**config.mk**
```make
export PLATFORM = sky130hd
export DESIGN_NAME = smc_top
export DESIGN_NICKNAME = d
export VERILOG_FILES = /design/src/rtl/smc_pkg.sv /design/src/rtl/smc_top.sv
export SDC_FILE = /design/constraint.sdc
export NUM_CORES = 1
export LEC_CHECK = 0
export ABC_AREA = 1
export BUFFER_PORTS_ARGS = -buffer_cell sky130_fd_sc_hd__buf_2
export CAP_MARGIN = 10
export CORE_AREA = 3 3 286 288
export DETAILED_ROUTE_END_ITERATION = 10
export DIE_AREA = 0 0 289 291
export SLEW_MARGIN = 20
export SYNTH_ARGS = -nofsm -noshare
export SYNTH_HDL_FRONTEND = slang
export SYNTH_SLANG_ARGS = --single-unit
```
**constraint.sdc**
```tcl
create_clock -name i_clk -period 3.95 [get_ports i_clk]
set_input_delay 0.1975 -clock i_clk [delete_from_list [all_inputs] [get_ports i_clk]]
set_output_delay 0.1975 -clock i_clk [all_outputs]
set_load 0.005 [all_outputs]
```
**src/rtl/smc_pkg.sv**
```systemverilog
// Shared constants and types of the supervisor memory control block
package smc_pkg;
  localparam int SMC_ADDR_W = 8;
  localparam logic [7:0] SMC_OFF_CTRL = 8'h00;
  localparam logic [7:0] SMC_OFF_STATUS = 8'h04;
  localparam logic [7:0] SMC_OFF_INT_STAT = 8'h08;
  localparam logic [7:0] SMC_OFF_INT_MASK = 8'h0C;
  localparam logic [1:0] SMC_CTRL_RST = 2'h0;
  localparam int SMC_CTRL_ABE_BIT = 0;
  localparam int SMC_CTRL_SHADOW_BIT = 1;
  localparam int SMC_EV_W = 5;
  localparam int SMC_EV_SYSCALL = 0;
  localparam int SMC_EV_DSI = 1;
  localparam int SMC_EV_PROGRAM = 2;
  localparam int SMC_EV_SYNC_DONE = 3;
  localparam int SMC_EV_INV_HIT = 4;
  localparam logic [SMC_EV_W-1:0] SMC_EV_RST = 5'h00;
  localparam int SMC_TLB_IDX_LO = 12;
  localparam int SMC_TLB_IDX_HI = 17;
  localparam int SMC_SR_IDX_LO = 28;
  localparam int SMC_SET_LO = 5;
  localparam int SMC_SET_HI = 11;
  localparam logic [1:0] SMC_RESP_OKAY = 2'h0;
  localparam logic [1:0] SMC_RESP_SLVERR = 2'h2;

  typedef enum logic [3:0] {
    SMC_OP_SC = 4'h0,
    SMC_OP_RFI = 4'h1,
    SMC_OP_DCBI = 4'h2,
    SMC_OP_MTSR = 4'h3,
    SMC_OP_MTSRIN = 4'h4,
    SMC_OP_MFSR = 4'h5,
    SMC_OP_MFSRIN = 4'h6,
    SMC_OP_TLBIE = 4'h7,
    SMC_OP_TLBSYNC = 4'h8,
    SMC_OP_TLBIA = 4'h9
  } smc_op_t;

  typedef enum logic [2:0] {
    SMC_ST_IDLE = 3'h0,
    SMC_ST_XLAT = 3'h1,
    SMC_ST_LOOK = 3'h3,
    SMC_ST_BCAST = 3'h2,
    SMC_ST_DRAIN = 3'h6,
    SMC_ST_SYNC = 3'h7
  } smc_state_t;

  typedef enum logic [1:0] {
    SMC_EXC_SYSCALL = 2'h0,
    SMC_EXC_DSI = 2'h1,
    SMC_EXC_PROGRAM = 2'h2
  } smc_exc_t;
endpackage

```
**src/rtl/smc_top.sv**
```systemverilog
// Supervisor memory control: linkage, block invalidate, segments, TLB ops
`timescale 1ns/1ps
module smc_top (
  input wire logic i_clk,
  input wire logic i_arst_n,
  input wire logic i_ce,
  input wire logic i_op_valid,
  output logic o_op_ready,
  input wire smc_pkg::smc_op_t i_op_code,
  input wire logic [31:0] i_op_ea,
  input wire logic [31:0] i_op_data,
  input wire logic [3:0] i_op_sr,
  output logic o_op_done,
  output logic [31:0] o_op_rdata,
  output logic o_exc_valid,
  output smc_pkg::smc_exc_t o_exc_cause,
  output logic o_xlat_req,
  output logic [31:0] o_xlat_ea,
  output logic o_xlat_store,
  input wire logic i_xlat_ack,
  input wire logic i_xlat_bat_prot_fault,
  input wire logic i_xlat_page_prot_fault,
  input wire logic i_xlat_direct_store,
  input wire logic [31:0] i_xlat_pa,
  output logic o_dc_look_req,
  output logic [31:0] o_dc_pa,
  input wire logic i_dc_ack,
  input wire logic i_dc_hit,
  input wire logic [2:0] i_dc_way,
  output logic o_dc_inv,
  output logic [6:0] o_dc_inv_set,
  output logic [2:0] o_dc_inv_way,
  output logic o_bus_inv_req,
  output logic [31:0] o_bus_inv_pa,
  input wire logic i_bus_inv_ack,
  output logic o_tlb_inv,
  output logic [5:0] o_tlb_inv_set,
  output logic o_sr_wr,
  output logic [3:0] o_sr_idx,
  output logic [31:0] o_sr_wdata,
  output logic o_drain_req,
  input wire logic i_pipe_drained,
  input wire logic [31:0] i_rfi_target,
  output logic o_arch_restore,
  output logic o_fetch_redirect,
  output logic [31:0] o_fetch_pc,
  input wire logic i_translation_invalidate_sync_in_n,
  output logic o_irq,
  input wire logic [smc_pkg::SMC_ADDR_W-1:0] i_awaddr,
  input wire logic i_awvalid,
  output logic o_awready,
  input wire logic [31:0] i_wdata,
  input wire logic [3:0] i_wstrb,
  input wire logic i_wvalid,
  output logic o_wready,
  output logic [1:0] o_bresp,
  output logic o_bvalid,
  input wire logic i_bready,
  input wire logic [smc_pkg::SMC_ADDR_W-1:0] i_araddr,
  input wire logic i_arvalid,
  output logic o_arready,
  output logic [31:0] o_rdata,
  output logic [1:0] o_rresp,
  output logic o_rvalid,
  input wire logic i_rready
);
  import smc_pkg::*;

  smc_state_t state_q, state_d;
  smc_op_t op_q;
  logic [31:0] ea_q;
  logic [31:0] pa_q;
  logic [31:0] sr_arch_q [16];
  logic [31:0] sr_shadow_q [16];
  logic [1:0] ctrl_q;
  logic [SMC_EV_W-1:0] ist_q;
  logic [SMC_EV_W-1:0] imask_q;
  logic [SMC_EV_W-1:0] ev;
  logic sync_meta_q, sync_n_q;
  logic [SMC_ADDR_W-1:0] awaddr_q, araddr_q;
  logic [31:0] wdata_q;
  logic [3:0] wstrb_q;
  logic aw_have_q, w_have_q;
  logic bvalid_q, rvalid_q;
  logic [1:0] bresp_q, rresp_q;
  logic [31:0] rdata_q;
  logic done_q, exc_q, dcinv_q, tlbinv_q, srwr_q, restore_q, redirect_q;
  logic [31:0] rdata_op_q;
  smc_exc_t cause_q;
  logic [6:0] inv_set_q;
  logic [2:0] inv_way_q;
  logic [5:0] tlb_set_q;
  logic [3:0] sr_idx_q;
  logic [31:0] sr_wdata_q, fetch_pc_q;

  // Decoded request handshake
  wire take_op = i_ce && i_op_valid && o_op_ready;
  wire is_mt = (i_op_code == SMC_OP_MTSR) || (i_op_code == SMC_OP_MTSRIN);
  wire is_mf = (i_op_code == SMC_OP_MFSR) || (i_op_code == SMC_OP_MFSRIN);
  wire indirect = (i_op_code == SMC_OP_MTSRIN) ||
                  (i_op_code == SMC_OP_MFSRIN);
  // Index from rB high nibble for the indirect forms
  wire [3:0] sr_sel = indirect ? i_op_ea[31:SMC_SR_IDX_LO] : i_op_sr;
  wire shadow_sel = ctrl_q[SMC_CTRL_SHADOW_BIT];
  wire [31:0] sr_read = shadow_sel ? sr_shadow_q[sr_sel]
                                   : sr_arch_q[sr_sel];
  wire known_op = (i_op_code <= SMC_OP_TLBSYNC);

  // Block and page protection faults are merged: either one raises the same DSI
  wire xlat_fault = i_xlat_bat_prot_fault || i_xlat_page_prot_fault;
  wire xlat_done = i_ce && (state_q == SMC_ST_XLAT) && i_xlat_ack;
  wire look_done = i_ce && (state_q == SMC_ST_LOOK) && i_dc_ack;
  wire bcast_done = i_ce && (state_q == SMC_ST_BCAST) && i_bus_inv_ack;
  wire bcast_on = ctrl_q[SMC_CTRL_ABE_BIT];
  wire sync_idle = sync_n_q;
  wire finish = look_done && !bcast_on ||
                bcast_done ||
                xlat_done && (xlat_fault || i_xlat_direct_store) ||
                (state_q == SMC_ST_SYNC) && i_ce && sync_idle ||
                (state_q == SMC_ST_DRAIN) && i_ce && i_pipe_drained;

  assign o_op_ready = (state_q == SMC_ST_IDLE) && !done_q;
  assign o_xlat_req = (state_q == SMC_ST_XLAT);
  assign o_xlat_ea = ea_q;
  assign o_xlat_store = 1'b1;
  assign o_dc_look_req = (state_q == SMC_ST_LOOK);
  assign o_dc_pa = pa_q;
  assign o_bus_inv_req = (state_q == SMC_ST_BCAST);
  assign o_bus_inv_pa = pa_q;
  assign o_drain_req = (state_q == SMC_ST_DRAIN);

  always_comb begin
    state_d = state_q;
    case (state_q)
      SMC_ST_IDLE: begin
        if (take_op && i_op_code == SMC_OP_DCBI) begin
          state_d = SMC_ST_XLAT;
        end else if (take_op && i_op_code == SMC_OP_RFI) begin
          state_d = SMC_ST_DRAIN;
        end else if (take_op && i_op_code == SMC_OP_TLBSYNC) begin
          state_d = SMC_ST_SYNC;
        end
      end
      SMC_ST_XLAT: begin
        if (xlat_done) begin
          // Faults and direct-store end the op without a lookup
          state_d = (xlat_fault || i_xlat_direct_store) ? SMC_ST_IDLE
                                                        : SMC_ST_LOOK;
        end
      end
      SMC_ST_LOOK: begin
        if (look_done) begin
          state_d = bcast_on ? SMC_ST_BCAST : SMC_ST_IDLE;
        end
      end
      SMC_ST_BCAST: begin
        if (bcast_done) begin
          state_d = SMC_ST_IDLE;
        end
      end
      SMC_ST_DRAIN: begin
        if (i_ce && i_pipe_drained) begin
          state_d = SMC_ST_IDLE;
        end
      end
      SMC_ST_SYNC: begin
        if (i_ce && sync_idle) begin
          state_d = SMC_ST_IDLE;
        end
      end
      default: state_d = SMC_ST_IDLE;
    endcase
  end

  // Sync pin is asynchronous to the core clock
  always_ff @(posedge i_clk or negedge i_arst_n) begin
    if (!i_arst_n) begin
      sync_meta_q <= 1'b1;
      sync_n_q <= 1'b1;
    end else if (i_ce) begin
      sync_meta_q <= i_translation_invalidate_sync_in_n;
      sync_n_q <= sync_meta_q;
    end
  end

  always_ff @(posedge i_clk or negedge i_arst_n) begin
    if (!i_arst_n) begin
      state_q <= SMC_ST_IDLE;
      op_q <= SMC_OP_SC;
      ea_q <= 32'h0;
      pa_q <= 32'h0;
    end else if (i_ce) begin
      state_q <= state_d;
      if (take_op) begin
        op_q <= i_op_code;
        ea_q <= i_op_ea;
      end
      if (xlat_done) begin
        pa_q <= i_xlat_pa;
      end
    end
  end

  // Segment moves never look at the relocation enables
  always_ff @(posedge i_clk or negedge i_arst_n) begin
    if (!i_arst_n) begin
      for (int i = 0; i < 16; i++) begin
        sr_arch_q[i] <= 32'h0;
        sr_shadow_q[i] <= 32'h0;
      end
    end else if (i_ce && take_op && is_mt) begin
      sr_arch_q[sr_sel] <= i_op_data;
      sr_shadow_q[sr_sel] <= i_op_data;
    end
  end

  // Pulse outputs and per-op results
  always_ff @(posedge i_clk or negedge i_arst_n) begin
    if (!i_arst_n) begin
      done_q <= 1'b0;
      exc_q <= 1'b0;
      cause_q <= SMC_EXC_SYSCALL;
      rdata_op_q <= 32'h0;
      dcinv_q <= 1'b0;
      inv_set_q <= 7'h00;
      inv_way_q <= 3'h0;
      tlbinv_q <= 1'b0;
      tlb_set_q <= 6'h00;
      srwr_q <= 1'b0;
      sr_idx_q <= 4'h0;
      sr_wdata_q <= 32'h0;
      restore_q <= 1'b0;
      redirect_q <= 1'b0;
      fetch_pc_q <= 32'h0;
    end else if (i_ce) begin
      done_q <= (take_op && state_d == SMC_ST_IDLE) || finish;
      exc_q <= 1'b0;
      dcinv_q <= 1'b0;
      tlbinv_q <= 1'b0;
      srwr_q <= 1'b0;
      redirect_q <= restore_q;
      restore_q <= 1'b0;
      if (take_op) begin
        rdata_op_q <= is_mf ? sr_read : 32'h0;
      end
      if (take_op && i_op_code == SMC_OP_SC) begin
        exc_q <= 1'b1;
        cause_q <= SMC_EXC_SYSCALL;
      end
      if (take_op && (!known_op || i_op_code == SMC_OP_TLBIA)) begin
        exc_q <= 1'b1;
        cause_q <= SMC_EXC_PROGRAM;
      end
      if (xlat_done && xlat_fault) begin
        exc_q <= 1'b1;
        cause_q <= SMC_EXC_DSI;
      end
      // No enable or lock gate: invalidate applies in every cache mode
      if (look_done && i_dc_hit) begin
        dcinv_q <= 1'b1;
        inv_set_q <= pa_q[SMC_SET_HI:SMC_SET_LO];
        inv_way_q <= i_dc_way;
      end
      if (take_op && i_op_code == SMC_OP_TLBIE) begin
        tlbinv_q <= 1'b1;
        tlb_set_q <= i_op_ea[SMC_TLB_IDX_HI:SMC_TLB_IDX_LO];
      end
      if (take_op && is_mt) begin
        srwr_q <= 1'b1;
        sr_idx_q <= sr_sel;
        sr_wdata_q <= i_op_data;
      end
      if (state_q == SMC_ST_DRAIN && i_pipe_drained) begin
        restore_q <= 1'b1;
        fetch_pc_q <= i_rfi_target;
      end
    end
  end

  assign o_op_done = done_q;
  assign o_op_rdata = rdata_op_q;
  assign o_exc_valid = exc_q;
  assign o_exc_cause = cause_q;
  assign o_dc_inv = dcinv_q;
  assign o_dc_inv_set = inv_set_q;
  assign o_dc_inv_way = inv_way_q;
  assign o_tlb_inv = tlbinv_q;
  assign o_tlb_inv_set = tlb_set_q;
  assign o_sr_wr = srwr_q;
  assign o_sr_idx = sr_idx_q;
  assign o_sr_wdata = sr_wdata_q;
  assign o_arch_restore = restore_q;
  assign o_fetch_redirect = redirect_q;
  assign o_fetch_pc = fetch_pc_q;

  // Events for the sticky status
  assign ev[SMC_EV_SYSCALL] = take_op && i_op_code == SMC_OP_SC;
  assign ev[SMC_EV_DSI] = xlat_done && xlat_fault;
  assign ev[SMC_EV_PROGRAM] = take_op &&
                              (!known_op || i_op_code == SMC_OP_TLBIA);
  assign ev[SMC_EV_SYNC_DONE] = (state_q == SMC_ST_SYNC) && i_ce && sync_idle;
  assign ev[SMC_EV_INV_HIT] = look_done && i_dc_hit;

  // AXI4-Lite slave, one outstanding write and one read
  wire do_write = aw_have_q && w_have_q && !bvalid_q;
  wire wr_ctrl = (awaddr_q == SMC_OFF_CTRL);
  wire wr_ist = (awaddr_q == SMC_OFF_INT_STAT);
  wire wr_mask = (awaddr_q == SMC_OFF_INT_MASK);
  wire wr_ok = wr_ctrl || wr_ist || wr_mask ||
               (awaddr_q == SMC_OFF_STATUS);
  wire [31:0] status_word = {27'h0, sync_n_q, 1'b0, state_q};
  wire [31:0] rd_word =
    (araddr_q == SMC_OFF_CTRL) ? {30'h0, ctrl_q} :
    (araddr_q == SMC_OFF_STATUS) ? status_word :
    (araddr_q == SMC_OFF_INT_STAT) ? {27'h0, ist_q} :
    (araddr_q == SMC_OFF_INT_MASK) ? {27'h0, imask_q} : 32'h0;
  wire rd_ok = (araddr_q == SMC_OFF_CTRL) || (araddr_q == SMC_OFF_STATUS) ||
               (araddr_q == SMC_OFF_INT_STAT) ||
               (araddr_q == SMC_OFF_INT_MASK);
  logic ar_have_q;
  wire [SMC_EV_W-1:0] w1c = (do_write && wr_ist && wstrb_q[0]) ?
                            wdata_q[SMC_EV_W-1:0] : SMC_EV_RST;

  assign o_awready = i_ce && !aw_have_q;
  assign o_wready = i_ce && !w_have_q;
  assign o_arready = i_ce && !ar_have_q && !rvalid_q;
  assign o_bvalid = bvalid_q;
  assign o_bresp = bresp_q;
  assign o_rvalid = rvalid_q;
  assign o_rdata = rdata_q;
  assign o_rresp = rresp_q;
  assign o_irq = |(ist_q & imask_q);

  always_ff @(posedge i_clk or negedge i_arst_n) begin
    if (!i_arst_n) begin
      aw_have_q <= 1'b0;
      w_have_q <= 1'b0;
      awaddr_q <= '0;
      wdata_q <= 32'h0;
      wstrb_q <= 4'h0;
      bvalid_q <= 1'b0;
      bresp_q <= SMC_RESP_OKAY;
    end else if (i_ce) begin
      if (i_awvalid && o_awready) begin
        aw_have_q <= 1'b1;
        awaddr_q <= {i_awaddr[SMC_ADDR_W-1:2], 2'b00};
      end
      if (i_wvalid && o_wready) begin
        w_have_q <= 1'b1;
        wdata_q <= i_wdata;
        wstrb_q <= i_wstrb;
      end
      if (do_write) begin
        bvalid_q <= 1'b1;
        bresp_q <= wr_ok ? SMC_RESP_OKAY : SMC_RESP_SLVERR;
      end
      if (bvalid_q && i_bready) begin
        bvalid_q <= 1'b0;
        aw_have_q <= 1'b0;
        w_have_q <= 1'b0;
      end
    end
  end

  always_ff @(posedge i_clk or negedge i_arst_n) begin
    if (!i_arst_n) begin
      ar_have_q <= 1'b0;
      araddr_q <= '0;
      rvalid_q <= 1'b0;
      rdata_q <= 32'h0;
      rresp_q <= SMC_RESP_OKAY;
    end else if (i_ce) begin
      if (i_arvalid && o_arready) begin
        ar_have_q <= 1'b1;
        araddr_q <= {i_araddr[SMC_ADDR_W-1:2], 2'b00};
      end
      if (ar_have_q && !rvalid_q) begin
        rvalid_q <= 1'b1;
        rdata_q <= rd_word;
        rresp_q <= rd_ok ? SMC_RESP_OKAY : SMC_RESP_SLVERR;
        ar_have_q <= 1'b0;
      end
      if (rvalid_q && i_rready) begin
        rvalid_q <= 1'b0;
      end
    end
  end

  // Set wins over a simultaneous write-one clear
  always_ff @(posedge i_clk or negedge i_arst_n) begin
    if (!i_arst_n) begin
      ctrl_q <= SMC_CTRL_RST;
      ist_q <= SMC_EV_RST;
      imask_q <= SMC_EV_RST;
    end else if (i_ce) begin
      ist_q <= (ist_q & ~w1c) | ev;
      if (do_write && wr_ctrl && wstrb_q[0]) begin
        ctrl_q <= wdata_q[1:0];
      end
      if (do_write && wr_mask && wstrb_q[0]) begin
        imask_q <= wdata_q[SMC_EV_W-1:0];
      end
    end
  end
endmodule

```
==> results of run 1 <==
==> layer usage <==
layer | wire [µm] | vias up | share of wire
li1 | - | 15000 | -
met1 | 49100 | 14500 | 0.46
met2 | 49500 | 810 | 0.46
met3 | 6620 | 132 | 0.062
met4 | 1950 | 0 | 0.018
met5 | 0 | - | 0
==> logic make-up (layout without fill, tap and decap cells) <==
kind of cell,Yosys count,after routing,share of synthesized area
compound gates,678,678,0.0980
buf+inv,891,1302,0.105
other cells,2,34,0.000210
flops,748,748,0.523
simple gates,2336,2336,0.268
mux,17,17,0.00535
==> cell usage after synthesis (all sizes together) <==
library cell and number:
inv 543, a21oi 20, buf 194, clkinv 2, nand3b 59, clkbuf 152
nand4 20, dfrtp 746, nand3 159, a221oi 1, dfstp 2, conb 2
o211ai 2, nor3 8, nor2 72, a31oi 2, mux2 17, o21bai 26
nand2 2015, a32oi 1, nor4 3, o21ai 625, o22ai 1
==> cell type report <==
class / count / area share
Sequential cell: 748 / 0.441
Inverter: 545 / 0.0483
Antenna cell: 4 / 0.000236
Clock inverter: 35 / 0.0105
Timing Repair Buffer: 606 / 0.0948
Tap cell: 1050 / 0.0310
Clock buffer: 116 / 0.0569
Multi-Input combinational cell: 3061 / 0.317
==> sequential cells by signal (all words and copies together), names as in the netlist, 6 cells and up <==
name / cells
o_xlat_ea: 32
o_op_rdata: 32
o_sr_wdata: 32
o_bus_inv_pa: 32
araddr_q: 6
o_fetch_pc: 32
o_tlb_inv_set: 6
awaddr_q: 6
sr_arch_q: 512
o_dc_inv_set: 7
==> where the power goes <==
part | switching, mW | internal, mW | total (mW)
combinational | 2.39 | 1.65 | 4.03
sequential | 0.664 | 8.71 | 9.38
clock | 3.26 | 4.76 | 8.01
==> worst register-to-register path, stage by stage, from the launching register on <==
cell,delay [ps]
dfrtp_1,460
nor2_1,240
nand2_1,150
nor3_4,280
buf_4,730
nand4_1,740
o21ai_0,380
==> worst min-delay path by stage <==
stage	startpoint	endpoint	slack [ps]	depth (start not counted)
6_report	i_op_code[0]	ist_q[0]	30	4
3_5_place_dp	i_arst_n	o_xlat_ea[26]	310	1
4_1_cts	i_op_code[0]	ist_q[0]	2	4
2_1_floorplan	i_arst_n	ar_have_q	-100	0
3_3_place_gp	i_arst_n	o_xlat_ea[26]	320	1
5_1_grt	i_op_code[0]	ist_q[0]	30	4
==> through the flow <==
step / total power, mW / area (µm²) / cells / hold slack, ps
floorplan: 11.7 / 35900 / 4700 / -98.1
detailed placement: 13.5 / 38200 / 5880 / 313
global route: 22.6 / 42400 / 6161 / 31.1
CTS: 21.6 / 42400 / 6160 / 2.40
finish: 21.4 / 42400 / 6165 / 26.8
global placement: 13.4 / 38200 / 5880 / 317
==> results.cfg, run 1 <==
[setup_path]
worstReg2RegStart = state_q[0]
cpLargestDelayFamily = simple AND/OR/NAND/NOR gates
slowest_delay_ps = 730
rrSetupSlack_ps = 870
crit_path_cell_trace = nor2_1, nand2_1, nor3_4, buf_4, nand4_1, o21ai_0
critPathRequiredTime_ps = 4470
timing.critical_path.buf_inv = 1
timing_worst_setup_path_type = reg -> reg
setup.worst_path.start = state_q[0]
arrival_ps = 3600
worst-path-max-fanout = 55
worstSetupEndpoint = o_tlb_inv_set[0]
r2r_cells = 6
worst_setup_path_start_kind = flip-flop
cp-end-kind = flip-flop
slowest_stage = buf_4
cp.depth = 6
reg2reg_to = o_tlb_inv_set[0]

[floorplanning]
dieArea_um2 = 84100
core_area_um2 = 79100
ios = 478
rows = 103
initial_core_util = 0.452
die_h_um = 291
die_x_um = 289

[global_route]
grtUsageMet1 = 0.358
met2_usage = 0.411
grt-busiest-layer = met2
grt_max_degree = 118
grt_pass1_wl_um = 168000
grt_pass1_vias = 28800
overflow = 0
antenna_found_initial = 0
grt_util_met3 = 0.0359
track_usage = 0.252

[synthesis]
yosys_warnings = 0
postSynthCellCount = 4672
synth_cell_types = 43
yosysTopAreaCell = dfrtp_1
synth_top_cell_area_share = 0.522
syn-cell-area_um2 = 35800
ys_ff_latch = 748
syn_area_per_cell_um2 = 7.66
ys_seq_area_frac = 0.523
synth_area_leaders = dfrtp_1 (52%), nand2_1 (21%), inv_1 (5.6%)

[clock_tree]
cts_buffer_depth = 3
post_cts_resized = 0
post-cts-setup-buffers = 0
cts-root-buf = clkbuf_16
cts_buffers = 84
path_clk_slew_ps = 60
clk_latency_ps = 640
cts_tree = done
hold_buffers = 129
htreeDepth = 3
clock_sinks = 748

[timing]
setup_slack_ps = 873
fmax_mhz = 325
max-slew-margin-rel = 0.275
setup_viol = 0
hold_violations = 0
worstMarginPinSlew_ps = 1090
period_share = 0.779
final-max-slew-violation-count = 0
fin_skew_ps = 30.8
setup-tns-final_ps = 0
period_minus_slack_ps = 3080
rsz0062_at_grt = false

[place]
place_congestion = 0.851
dpl_worst_slack_ps = 775
portBuffers = 413
dp_hpwl_um = 64000

[detailed_routing]
drc = 0
wl_per_cell_um = 17.4
via_count = 30500
avgViaCountPerCell = 4.95
route.antenna.remaining_nets = 0
drt_iter0_markers = 2391
routed_wl_um = 107000
first_pass_iters = 5

[power_and_ir_drop]
power.leakage_nw = 21.9
power_density_nw_per_um2 = 505
peakVddDrop_mv = 0.439

[outcome]
status = finished, final reports clean

[final_layout]
final_common_cell = nand2_1
regArea_um2 = 18700
drive_gt1_frac = 0.132
multiInputGateArea_um2 = 13500
nFillCells = 7629
nets = 5255
final_util = 0.536
syn2layout_area_growth_pct = 18.6
final_cell_mix = nand2_1 (2006), dfrtp_1 (746), inv_1 (536)

[worst_hold_path]
worstHoldPathType = in -> reg

[job]
cap_violations = 0
(Power assumes the default switching activity.)
==> run 2: changes to the inputs <==
==> constraint.sdc (replaced) <==
create_clock -name i_clk -period 2.95 [get_ports i_clk]
set_input_delay 0.1475 -clock i_clk [delete_from_list [all_inputs] [get_ports i_clk]]
set_output_delay 0.1475 -clock i_clk [all_outputs]
set_load 0.005 [all_outputs]
==> results.cfg, run 2 (same netlist as run 1, synthesis figures left out) <==
[global_route]
track_usage = 0.255
grt_pass1_vias = 29000
grt_pass1_wl_um = 170000
overflow = 0
grt_max_degree = 117
antenna_found_initial = 2

[final_layout]
nFillCells = 7600
nets = 5298
largest_register = sr_arch_q
stdcell_count = 6207
syn2layout_area_growth_pct = 19.8
final_cell_mix = nand2_1 (2006), dfrtp_1 (746), inv_1 (536)
final_common_cell = nand2_1
drive_gt1_frac = 0.138
fin_area_um2 = 42900
largest_register_ffs = 512

[power_and_ir_drop]
pwr-share-seq = 0.437
p_int_mw = 20.3
power.leakage_nw = 22.2
p_clk_frac = 0.372
power_density_nw_per_um2 = 671
peakVddDrop_mv = 0.487
p_switching_mw = 8.48
comb_power_share = 0.191
swShare = 0.295

[timing]
hold_violations = 0
setup-tns-final_ps = 0
period_minus_slack_ps = 2730
rsz0062_at_grt = false
worstMarginPinSlew_ps = 1110
fmax_mhz = 366
fin_skew_ps = 26.4
setup_slack_ps = 218
max-slew-margin-rel = 0.256
setup_viol = 0
final-max-slew-violation-count = 0
period_share = 0.926

[detailed_routing]
route.antenna.remaining_nets = 0
first_pass_iters = 6
via_count = 30600
drc = 0
wl_per_cell_um = 17.4
routed_wl_um = 108000
avgViaCountPerCell = 4.93
drt_iter0_markers = 2452

[clock_tree]
cts-root-buf = clkbuf_16
clock_sinks = 748
cts_tree = done
cts_buffer_depth = 3
htreeDepth = 3
path_clk_slew_ps = 60
cts_buffers = 84
clk_latency_ps = 640
post_cts_resized = 0

[place]
portBuffers = 413
dpl_worst_slack_ps = 249
place_area_um2 = 38600
place_congestion = 0.866
dp_hpwl_um = 65300
dp_cells = 5915

[setup_path]
cp-end-kind = flip-flop
timing_worst_setup_path_type = reg -> reg
critPathRequiredTime_ps = 3500
arrival_ps = 3290
setup.worst_path.start = state_q[0]
worstReg2RegStart = state_q[0]
r2r_cells = 9
worst-path-max-fanout = 28
worst_setup_path_start_kind = flip-flop

[floorplanning]
ios = 478
core_area_um2 = 79100
die_x_um = 289
initial_core_util = 0.452
rows = 103
die_h_um = 291
dieArea_um2 = 84100

[worst_hold_path]
worstHoldPathType = in -> reg
worstHoldStart = i_op_code[0]
hold-path-cell-count = 5

[job]
cap_violations = 0

[outcome]
status = finished, final reports clean
-- run 2: power by group through the flow --
stage / Clock (mW) / Combinational [mW] / Sequential (mW)
final: 10.7 / 5.49 / 12.6
after global routing: 11.3 / 6.22 / 12.7
after CTS: 10.9 / 5.55 / 12.6
after detailed placement: 0 / 5.35 / 12.7
after global placement: 0 / 5.29 / 12.7
after floorplan: 0 / 2.97 / 12.6
-- run 2: layout make-up --
class | count | area [µm²] | area share
multi-input cells | 3061 | 13500 | 0.314
flip-flops and latches | 748 | 18700 | 0.437
clock buffers | 121 | 2450 | 0.0572
diodes | 1 | 2.50 | 0.0000584
repair buffers | 649 | 4490 | 0.105
inverters | 545 | 2050 | 0.0478
well taps | 1050 | 1310 | 0.0306
clock inverters | 32 | 387 | 0.00902
-- run 2: repair_timing --
| action | in CTS | in global routing |
|---|---|---|
| setup buffers | 0 | 1 |
| setup endpoints to repair | 0 | 5 |
| hold endpoints to repair | 333 | 0 |
| hold buffers | 137 | 0 |
-- run 2: routing by layer --
layer / global-route usage / vias up / share of wire
met5: 0 / - / 0
met4: 0.0639 / 0 / 0.021
li1: - / 15100 / -
met2: 0.414 / 838 / 0.46
met1: 0.365 / 14500 / 0.46
met3: 0.0269 / 143 / 0.057
-- run 2: worst max-delay path, stage by stage (launching register included) --
cell and delay (ps):
dfrtp_1 450, nor2_1 210, nand2_1 140, nor3_4 240, buf_4 540, inv_2 260, nor4_4 240, buf_12 280
nand2_1 90, o21bai_1 170
-- run 2: through the flow --
stage           util  power, mW  hold slack (ps)
2_1_floorplan      -       15.6             -148
3_3_place_gp   0.488       18.0              178
3_5_place_dp   0.488       18.1              177
4_1_cts        0.542       29.0             11.7
5_1_grt        0.542       30.3             88.7
6_report       0.542       28.8             36.7
-- run 2: worst paths after layout --
check	endpoint	slack, ps
max reg2reg	o_op_rdata[27]	220
min reg2reg	sync_idle	460
max	o_op_rdata[27]	220
max in group asynchronous	sync_idle	1820
min	state_q[2]	40
min in group asynchronous	o_xlat_ea[26]	100
